$ cat src/imc_regs.vh
// Register map, field positions and reset values of the integrity monitor control block.
`ifndef IMC_REGS_VH
`define IMC_REGS_VH
`define IMC_CMD_OFFSET 12'h004
`define IMC_STATE_OFFSET 12'h008
`define IMC_PEND_OFFSET 12'h00C
`define IMC_ADDR_MSB 11
`define IMC_WATCH_ON_LSB 12
`define IMC_WATCH_OFF_LSB 8
`define IMC_RECOMPUTE_LSB 4
`define IMC_WATCH_RESET 4'hF
`endif

$ cat src/imc_control.v
// AHB-Lite control register block of the integrity monitor.
//
// Overview of operation
// - Writing one to a bit of bits 15:12 starts monitoring of that region; zero leaves it alone.
// - Writing one to a bit of bits 11:8 stops monitoring of that region; zero does nothing.
// - Writing one to a bit of bits 7:4 requests a new digest of that region; zero does nothing.
// - A digest request is honoured only while the region is not monitored, and software disables first.
// - After reset every region is monitored without any software write.
`timescale 1ns/1ps
`default_nettype none
`include "imc_regs.vh"
module imc_control
#(
    parameter REGIONS = 4
)
(
    input wire hclk,
    input wire hresetn,
    input wire hsel,
    input wire [31:0] haddr,
    input wire [1:0] htrans,
    input wire hwrite,
    input wire [2:0] hsize,
    input wire [31:0] hwdata,
    input wire hready,
    input wire [REGIONS-1:0] recompute_done,
    output reg [31:0] hrdata,
    output reg hreadyout,
    output reg hresp,
    output reg [REGIONS-1:0] region_watch,
    output reg [REGIONS-1:0] digest_recompute
);
    ////////////////////////////////////////////////////////////////////////////
    reg wr_pend;
    reg [`IMC_ADDR_MSB:0] wr_addr;
    wire [REGIONS-1:0] watching;
    wire [REGIONS-1:0] pending;
    wire cmd_valid;
    wire take;
    wire [REGIONS-1:0] watch_on;
    wire [REGIONS-1:0] watch_off;
    wire [REGIONS-1:0] recompute;
    reg [31:0] next_hrdata;

    ////////////////////////////////////////////////////////////////////////////
    // Only the low address bits are decoded, so the block aliases across its window.
    function addr_hit;
        input [`IMC_ADDR_MSB:0] addr;
        input [`IMC_ADDR_MSB:0] offset;
        begin
            addr_hit = (addr == offset);
        end
    endfunction

    // Each command field holds one bit per region, region zero at the field's low end.
    function [REGIONS-1:0] region_field;
        input [31:0] word;
        input integer lsb;
        begin
            region_field = word[lsb +: REGIONS];
        end
    endfunction

    ////////////////////////////////////////////////////////////////////////////
    assign take = hsel && hready && htrans[1];
    assign cmd_valid = wr_pend && addr_hit(wr_addr, `IMC_CMD_OFFSET);
    assign watch_on = region_field(hwdata, `IMC_WATCH_ON_LSB);
    assign watch_off = region_field(hwdata, `IMC_WATCH_OFF_LSB);
    assign recompute = region_field(hwdata, `IMC_RECOMPUTE_LSB);

    ////////////////////////////////////////////////////////////////////////////
    // Writes are applied in the data phase, when hwdata is valid.
    always @(posedge hclk or negedge hresetn)
    begin
        if (!hresetn)
        begin
            wr_pend <= 1'b0;
            wr_addr <= {(`IMC_ADDR_MSB+1){1'b0}};
        end
        else
        begin
            wr_pend <= take && hwrite;
            if (take)
                wr_addr <= haddr[`IMC_ADDR_MSB:0];
        end
    end

    // Reads return state; the command word itself always reads as zero.
    always @*
    begin
        next_hrdata = 32'h0000_0000;
        if (take && !hwrite)
        begin
            if (addr_hit(haddr[`IMC_ADDR_MSB:0], `IMC_STATE_OFFSET))
                next_hrdata[REGIONS-1:0] = watching;
            else if (addr_hit(haddr[`IMC_ADDR_MSB:0], `IMC_PEND_OFFSET))
                next_hrdata[REGIONS-1:0] = pending;
        end
    end

    always @(posedge hclk or negedge hresetn)
    begin
        if (!hresetn)
        begin
            hrdata <= 32'h0000_0000;
            hreadyout <= 1'b1;
            hresp <= 1'b0;
            region_watch <= `IMC_WATCH_RESET;
            digest_recompute <= {REGIONS{1'b0}};
        end
        else
        begin
            hrdata <= next_hrdata;
            hreadyout <= 1'b1;
            hresp <= 1'b0;
            region_watch <= watching;
            digest_recompute <= pending;
        end
    end

    ////////////////////////////////////////////////////////////////////////////
    genvar i;
    generate
        for (i = 0; i < REGIONS; i = i + 1)
        begin : g_region
            imc_region_slot u_slot
            (
                .hclk(hclk),
                .hresetn(hresetn),
                .cmd_valid(cmd_valid),
                .watch_on(watch_on[i]),
                .watch_off(watch_off[i]),
                .recompute(recompute[i]),
                .recompute_done(recompute_done[i]),
                .watching(watching[i]),
                .recompute_pending(pending[i])
            );
        end
    endgenerate
endmodule // imc_control
`default_nettype wire

$ cat src/imc_region_slot.v
// Monitoring state and pending recompute request of one memory region.
`timescale 1ns/1ps
`default_nettype none
module imc_region_slot
(
    input wire hclk,
    input wire hresetn,
    input wire cmd_valid,
    input wire watch_on,
    input wire watch_off,
    input wire recompute,
    input wire recompute_done,
    output reg watching,
    output reg recompute_pending
);
    always @(posedge hclk or negedge hresetn)
    begin
        if (!hresetn)
        begin
            watching <= 1'b1;
            recompute_pending <= 1'b0;
        end
        else
        begin
            // Off wins when software sets both bits in one write.
            if (cmd_valid && watch_off)
                watching <= 1'b0;
            else if (cmd_valid && watch_on)
                watching <= 1'b1;
            // A new request in the same cycle as a completion keeps the request.
            if (cmd_valid && recompute && !watching)
                recompute_pending <= 1'b1;
            else if (recompute_done)
                recompute_pending <= 1'b0;
        end
    end
endmodule // imc_region_slot
`default_nettype wire

$ cat config.mk
export PLATFORM = sky130hd
export DESIGN_NAME = imc_control
export DESIGN_NICKNAME = d
export VERILOG_FILES = /design/src/imc_control.v /design/src/imc_region_slot.v
export VERILOG_INCLUDE_DIRS = /design/src
export SDC_FILE = /design/constraint.sdc
export NUM_CORES = 1
export LEC_CHECK = 0
export ABC_AREA = 1
export BUFFER_PORTS_ARGS = -buffer_cell sky130_fd_sc_hd__buf_4
export CORE_MARGIN = 1.5
export CORE_UTILIZATION = 43
export CTS_CLUSTER_DIAMETER = 200
export DETAILED_ROUTE_END_ITERATION = 8
export GPL_ROUTABILITY_DRIVEN = 1
export PLACE_DENSITY = 0.88
export SLEW_MARGIN = 30
export SYNTH_ARGS = -nofsm -noshare
export SYNTH_HDL_FRONTEND = slang
export SYNTH_SLANG_ARGS = --single-unit
$ cat constraint.sdc
create_clock -name hclk -period 2.5 [get_ports hclk]
set_clock_uncertainty 0.05 [all_clocks]
set_input_delay 0.25 -clock hclk [delete_from_list [all_inputs] [get_ports hclk]]
set_output_delay 0.25 -clock hclk [all_outputs]
set_load 0.01 [all_outputs]
# Word-level counts from Yosys, hierarchy flattened
# Index checks and enable logic that the tools add are counted.
# totals
out_inout_bits,42
input_bits,78
reg_bits,33
wordCells,69
# classes
reduce_logical,34
n_eq_ne,3
n_mux,19
# op_table
cell,n
"equality test 12 x 4 -> 1 bit, second input constant",2
logical AND 1 bit,21
2-to-1 mux 1 bit,16
nonzero test 2 bit,8
"equality test 12 x 3 -> 1 bit, second input constant",1
2-to-1 mux 4 bit,3
zero test 1 bit,5

# Depth between registers and ports, before layout
# Gate-level depths: netlist of the first run.
# logic_depth
word_depth,5
mapped_depth,8
depth_no_buf,8

# Modules after synthesis
# From an unflattened synthesis of the first run, not the netlist that was laid out.
# hier_totals
cells_unflattened,157
area_unflattened_um2,1566.5
# by_module_without_submodules
mod,seq_area_each_um2,cells_per_inst,instances,area_per_inst_um2
imc_control,630.6,109,1,1206.2
imc_region_slot,51.3,12,4,90.1

# Worst setup path before layout of the first run
# No wires, ideal clock.
# synth_path
path_kind,reg2reg
from,reg wr_addr[1]
to,reg g_region[1].u_slot.watching
stages_incl_launch_ff,7
required_time_ps,2392
synth_period_minus_slack_ps,1098
setup_ps,58
arrival_ps,990
path_slack_ps,1402
path_buffers,0
cell_sequence,dfrtp_1 -> or2_4 -> nor2_8 -> nand3_1 -> nand2_1 -> nand2_1 -> inv_1
# synth_via
elab_chain_cells,4
word_cells_on_any_way,6
classes_between,eq/ne: 1; mux: 1; reduce/logical: 4
# synth_lines
element,line_no,text
start: declaration,imc_control.v:35,reg [`IMC_ADDR_MSB:0] wr_addr;
start signal: assignment,imc_control.v:78,wr_addr <= {(`IMC_ADDR_MSB+1){1'b0}};
start signal: assignment,imc_control.v:84,wr_addr <= haddr[`IMC_ADDR_MSB:0];
equality test 12 x 3 -> 1 bit (*),imc_control.v:51,addr_hit = (addr == offset);
logical AND 1 bit (*),imc_control.v:66,"assign cmd_valid = wr_pend && addr_hit(wr_addr, `IMC_CMD_OFFSET);"
logical AND 1 bit (on tied branches),"imc_region_slot.v:26, imc_region_slot.v:28",
2-to-1 mux 1 bit / nonzero test 2 bit (equally long branches),--,
end signal: assignment,imc_region_slot.v:20,watching <= 1'b1;
end signal: assignment,imc_region_slot.v:27,watching <= 1'b0;
end signal: assignment,imc_region_slot.v:29,watching <= 1'b1;
end: declaration,imc_region_slot.v:13,"output reg watching,"
# Every way passes the cells marked *; elsewhere a longest branch is shown, timed or not.
# A chain may end at the register's enable or synchronous reset.

# Worst setup path in the final report of the first run
# layout_path
from,reg wr_addr[11]
to,reg g_region[2].u_slot.watching
# layout_via
elab_chain_cells,4
word_cells_on_any_way,6
classes_between,eq/ne: 1; mux: 1; reduce/logical: 4
# layout_lines
element,line_no
equality test 12 x 3 -> 1 bit (*),imc_control.v:51
logical AND 1 bit (*),imc_control.v:66
logical AND 1 bit (on tied branches),"imc_region_slot.v:26, imc_region_slot.v:28"
2-to-1 mux 1 bit / nonzero test 2 bit (equally long branches),--
end signal: assignment,imc_region_slot.v:20
end signal: assignment,imc_region_slot.v:27
end signal: assignment,imc_region_slot.v:29
end: declaration,imc_region_slot.v:13
# Marked as above.

==> results of run 1 <==
-- metal layers --
metal / vias to the layer above / wire (µm)
met1: 510 / 1080
li1: 544 / -
met2: 50 / 1270
met3: 4 / 218
met4: 0 / 48
met5: - / 0
-- sequential cells by signal (all words and copies together) (netlist names) --
name	count
g_region.u_slot.watching	4
g_region.u_slot.recompute_pending	4
digest_recompute	4
wr_addr	12
region_watch	4
wr_pend	1
hrdata	4
-- area by class of cell --
class                      instances  area, µm²
inverter                          16       60.1
clock buffer                       7       86.3
timing repair buffer              46        348
fill                             382       1620
clock inverter                     1       30.0
tap                               48       60.1
sequential                        33        836
multi-input combinational        108        597
-- power groups by stage --
stage	registers, mW	clock network (mW)	logic, mW
3_5_place_dp	0.601	0	0.150
5_1_grt	0.597	0.539	0.167
3_3_place_gp	0.598	0	0.146
4_1_cts	0.591	0.518	0.151
2_1_floorplan	0.596	0	0.123
6_report	0.591	0.504	0.149
-- logic make-up (layout without fill, tap and decap cells) --
group / Yosys count / after routing / share of synthesized area
flops: 33 / 33 / 0.515
simple gates: 58 / 58 / 0.173
mux: 11 / 11 / 0.0763
compound gates: 9 / 9 / 0.0485
buf+inv: 47 / 70 / 0.183
other cells: 2 / 30 / 0.00462
-- Yosys cell counts, drive strengths merged, types with 2 or more instances --
library cell	n	area (µm²)
buf	31	236
dfrtp	25	626
nand2	23	96.4
nor2	20	101
inv	16	60.1
nand3	14	75.1
mux2	11	124
dfstp	8	210
o22ai	4	43.8
o211ai	3	22.5
conb	2	7.51
-- per-stage QoR --
step                hold WS, ns  setup slack (ns)
global route             0.0830              1.10
global placement          0.153              1.24
finish                   0.0956              1.27
floorplan               -0.0956              1.40
CTS                      0.0867              1.27
detailed placement        0.158              1.21
-- path summary, 6_finish.rpt --
kind	from	end	slack, ns	cells after the start
worst min register to register	g_region[1].u_slot.watching	region_watch[1]	0.32	0
min in group asynchronous	hresetn	g_region[3].u_slot.recompute_pending	0.39	2
max in group asynchronous	hresetn	region_watch[0]	1.69	2
worst max register to register	wr_addr[11]	g_region[2].u_slot.watching	1.27	7
worst max-delay path	wr_addr[11]	g_region[2].u_slot.watching	1.27	7
worst min-delay path	recompute_done[2]	g_region[2].u_slot.recompute_pending	0.1	2
==> results by group, run 1 <==
Outcome
  • Status: complete, no violations

Floorplanning
  • DIE WIDTH: 64.5 µm
  • Die ar.: 0.00415 mm²
  • Row cnt: 22
  • Die Y: between 60 and 70 µm
  • Starting density of the core: 0.447
  • I/O Pins: 120
  • Core area: roughly 0.0036 mm²

Clock network
  • CTS root buffer: clkbuf_8
  • CTS hold repair buffers: 1
  • Post-CTS Setup Bufs: 0
  • Post-CTS resize count: 0
  • Clock latency on the worst-skew pair: 0.28 ns
  • H-tree depth: 2
  • Clock sinks: 33
  • CTS max path bufs: 2
  • Clk pin slew, worst setup/hold paths: 0.06 ns
  • CTS tree: done
  • Cts bufs inserted: 5

Finish
  • Share of cells above drive strength 1: 0.384
  • Post-route cell area: a little over 0.002 mm²
  • Final nets: 288
  • Non-filler cells, final: 259
  • N_diodes: 0
  • Most frequent cells in the layout: buf_4, conb_1, dfrtp_1
  • Synth-to-layout area growth: 24.2%
  • Most common cell after layout, fill and taps aside: buf_4
  • Layout Utilization: 0.555

Place
  • DP HPWL: about 2100 µm
  • Post-Place Cell Area: around 0.0019 mm²
  • Routability cong.: 0.800
  • I/O Buffers: 45
  • Placed cell count: 250

Timing
  • Min Tclk post-route: 1.23 ns
  • Final Max Slew Viols: 0
  • Final setup TNS: 0 ns
  • Max Fclk: slightly above 800 MHz
  • Final period util: 0.490
  • Final hold violations: 0
  • RSZ-0062 raised after global routing: no
  • # setup viols final: 0

Global routing
  • Total GRT Usage: 0.146
  • Initial antenna violation count: 0
  • Total gr overflow: 0
  • Met1 GRT Util: 0.169
  • Largest net degree at the start of global routing: 34
  • Met2 usage: 0.242
  • Busiest grt layer: met2
  • Number of global-route vias before repair: ~1.1k
  • First-pass GRT wire length: 4520 µm
  • Met3 Use GR: 0.0538

Critical path
  • Arrival @ worst endpoint: ~1.4 ns
  • Crit path max-delay family: simple AND/OR/NAND/NOR gates
  • Critical path, cell by cell: nor2_1, nand2_1, nor2_4, nand3_1, nand2_1, nand2_1, inv_1
  • CP bufs+invs: 1
  • Worst EP required: 2.68 ns
  • Worst path slowest cell: dfrtp_1
  • Critical path's most frequent cell: nand2_1
  • CP Class: reg2reg
  • Slowest stage delay, CP: around 0.38 ns
  • Setup crit end kind: register
  • Critical Path Fanout Max: 9
  • Crit start category: register

Min path
  • Min-Delay Path Class: in2reg

Power and ir drop
  • Sw power: 0.272 mW
  • Pwr/cell area: between 600 and 700 mW/mm²
  • Tot Pwr: 1.24 mW
  • Reg power frac: 0.475
  • Internal power: 0.972 mW
  • Combinational share of power: 0.120
  • Worst vdd ir: approximately 0.4 mV
  • Leak pwr: 1.03 nW
  • Sw frac: 0.219
  • Clock share of power: 0.405

Job
  • Maxcap violations: 0

Route
  • DRT Wirelength: approximately 2600 µm
  • DR WL/cell: 10.1 µm
  • DRC violation count after routing: 0
  • Iteration count of the initial detailed-routing pass: 4
  • DRT antenna net count: 0
  • DR vias: 1108
  • Vias per cell: 4.28
  • Drt first-iter violations: 28

Yosys
  • EDFF count, synth: 0
  • Asr flop ratio synth: 1.00
  • Cell Area, Synth: 0.00162 mm²
  • Synth warn: 0
  • Synth Instances: 160
  • Yosys reg bits: 33
  • Synth cell types: 22
  • Syn Area/Cell: 10.2 µm²
  • Register area share after synthesis: 0.515
  • Top_reg_cell synth: dfrtp_1
Power figures use the tool's default switching activity.
==> inputs of run 2 (changes only) <==
- CORE_UTILIZATION: 43 -> 36
- PLACE_DENSITY: 0.88 -> 0.79
- clock period: 2.5 -> 1.1 ns (I/O delays scaled with it)
==> results by group, run 2 (same netlist as run 1, synthesis figures left out) <==
Route
  • DRT Wirelength: 3120 µm (+19%)
  • DR WL/cell: 11.5 µm (+14%)
  • Drt first-iter violations: 98 (+250%)
  • Iteration count of the initial detailed-routing pass: 4 (unchanged)
  • Vias per cell: 4.33 (+1.2%)
  • DR vias: 1173 (+5.9%)
  • DRT antenna net count: 0 (unchanged)
  • DRC violation count after routing: 0 (unchanged)

Power and ir drop
  • Leak pwr: 1.05 nW (+2.4%)
  • Reg power frac: 0.516 (+0.041)
  • Internal power: 1.99 mW (+100%)
  • Worst vdd ir: 0.547 mV (+40%)
  • Pwr/cell area: 1240 mW/mm² (+100%)
  • Clock share of power: 0.339 (-0.066)
  • Combinational share of power: 0.144 (+0.024)
  • Sw frac: 0.239 (+0.0206)
  • Tot Pwr: 2.61 mW (+110%)
  • Sw power: 0.625 mW (+130%)

Timing
  • Final period util: 1.11 (+0.617)
  • Final setup TNS: -0.857 ns (-0.857 ns)
  • Setup WS post-layout: -0.118 ns (-1.39 ns)
  • # setup viols final: 8 (+8)
  • RSZ-0062 raised after global routing: yes
  • Final Max Slew Viols: 0 (unchanged)
  • Min Tclk post-route: 1.22 ns (-0.00767 ns)
  • Max Fclk: 821 MHz (+0.63%)
  • Final hold violations: 0 (unchanged)

Critical path
  • Critical Path Fanout Max: 5 (-4)
  • Crit start category: register
  • Arrival @ worst endpoint: 1.39 ns (-0.02 ns)
  • Reg2Reg Capture Point: g_region[3].u_slot.watching
  • Critical path, cell by cell: nor2_1, nand2_2, nor2_4, nand3_1, nand2_1, nand2_1, inv_1
  • Crit path max-delay family: simple AND/OR/NAND/NOR gates
  • Setup crit end kind: register
  • RR Startpoint: wr_addr[10]
  • Worst EP required: 1.27 ns (-1.41 ns)
  • CP Class: reg2reg
  • Slowest stage delay, CP: 0.38 ns (about the same)
  • Reg2Reg Setup Slack: -0.12 ns (-1.39 ns)
  • Reg2Reg Depth: 7 (unchanged)
  • Worst path slowest cell: dfrtp_1
  • CP bufs+invs: 1 (unchanged)
  • Critical path's most frequent cell: nand2_1

Finish
  • Final nets: 297 (+3.1%)
  • Most frequent cells in the layout: buf_4, conb_1, dfrtp_1
  • N_diodes: 0 (unchanged)
  • Reg with most FFs: wr_addr
  • Share of cells above drive strength 1: 0.429 (+0.0453)
  • Largest register FFs: 12 (unchanged)
  • Synth-to-layout area growth: 29.3%
  • Most common cell after layout, fill and taps aside: buf_4

Clock network
  • Cts bufs inserted: 5 (unchanged)
  • CTS tree: done
  • H-tree depth: 2 (unchanged)
  • Clock sinks: 33 (unchanged)
  • Clock latency on the worst-skew pair: 0.28 ns (about the same)
  • CTS max path bufs: 2 (unchanged)
  • CTS root buffer: clkbuf_8
  • Clk pin slew, worst setup/hold paths: 0.06 ns (about the same)
  • Post-CTS Setup Bufs: 0 (unchanged)

Global routing
  • Met2 usage: 0.233 (-0.00938)
  • Initial antenna violation count: 0 (unchanged)
  • First-pass GRT wire length: 5200 µm (+15%)
  • Met1 GRT Util: 0.163 (-0.00562)
  • Number of global-route vias before repair: 1152 (+8.8%)
  • Total GRT Usage: 0.138 (-0.00737)
  • Busiest grt layer: met2
  • Largest net degree at the start of global routing: 34 (unchanged)
  • Met3 Use GR: 0.0346 (-0.0192)
  • Total gr overflow: 0 (unchanged)

Floorplanning
  • I/O Pins: 120 (unchanged)
  • Die ar.: 0.00492 mm² (+19%)
  • Die Y: 70.2 µm (+8.9%)
  • Row cnt: 24 (+9.1%)
  • DIE WIDTH: 70.2 µm (+8.9%)
  • Starting density of the core: 0.373 (-0.0740)
  • Core area: 0.00435 mm² (+20%)

Min path
  • Min-Delay Path Class: in2reg
  • Hold depth: 3 (+1)
  • Hold Path End: wr_pend
  • Worst hold start: hwrite

Place
  • Routability cong.: 0.742 (-7.3%)
  • DP HPWL: 2330 µm (+13%)
  • I/O Buffers: 45 (unchanged)

Outcome
  • Status: complete, but fails checks
  • Violations in the final reports: setup timing

Job
  • Maxcap violations: 0 (unchanged)
## run 2: layout make-up
type,instances,area (µm²)
Clock buffer,7,86.3
Fill cell,398,2250
Inverter,16,60.1
Multi-Input combinational cell,109,634
Sequential cell,33,836
Tap cell,52,65.1
Timing Repair Buffer,54,418
## run 2: repair_timing
action / in CTS / in global routing
gates cloned: 1 / 0
endpoints found under the hold margin: 29 / 0
hold buffers: 5 / 0
endpoints found under the setup margin: 8 / 8
pin swaps: 5 / 5
gates resized for setup: 2 / 7
## run 2: worst max path at each step
stage	from	endpoint	slack, ns	cells past startpoint
6_report	wr_addr[10]	g_region[3].u_slot.watching	-0.12	7
3_5_place_dp	wr_addr[11]	g_region[2].u_slot.recompute_pending	-0.11	5
2_1_floorplan	wr_addr[1]	g_region[1].u_slot.watching	0.002	6
3_3_place_gp	wr_addr[11]	g_region[1].u_slot.watching	-0.08	7
5_1_grt	wr_addr[10]	g_region[0].u_slot.watching	-0.20	7
4_1_cts	wr_addr[8]	g_region[2].u_slot.watching	-0.11	7
## run 2: worst min-delay path: stages
cell and delay, ns:
buf_4 0.12, inv_1 0.05, nor2_1 0.04
## run 2: power groups by stage
stage	Sequential [mW]	Combinational [mW]	Clock, mW
2_1_floorplan	1.35	0.279	0
3_3_place_gp	1.36	0.344	0
3_5_place_dp	1.36	0.354	0
4_1_cts	1.34	0.377	0.922
5_1_grt	1.36	0.417	0.995
6_report	1.35	0.377	0.886
## run 2: stage by stage
| step | utilization | setup slack, ns | cells | hold slack [ns] | area, µm² |
|---|---|---|---|---|---|
| finish | 0.482 | -0.118 | 271 | 0.0168 | 2100 |
| global route | 0.482 | -0.205 | 271 | 0.00736 | 2100 |
| CTS | 0.477 | -0.106 | 271 | 0.00753 | 2080 |
| detailed placement | 0.442 | -0.112 | 258 | 0.0263 | 1930 |
| global placement | 0.442 | -0.0779 | 258 | 0.0161 | 1930 |
| floorplan | - | 0.00157 | 188 | -0.236 | 1730 |
## run 2: layer usage
metal | vias up | part of all wire
met1 | 554 | 0.39
met4 | 0 | 0.021
met3 | 7 | 0.064
li1 | 563 | -
met2 | 49 | 0.53
met5 | - | 0
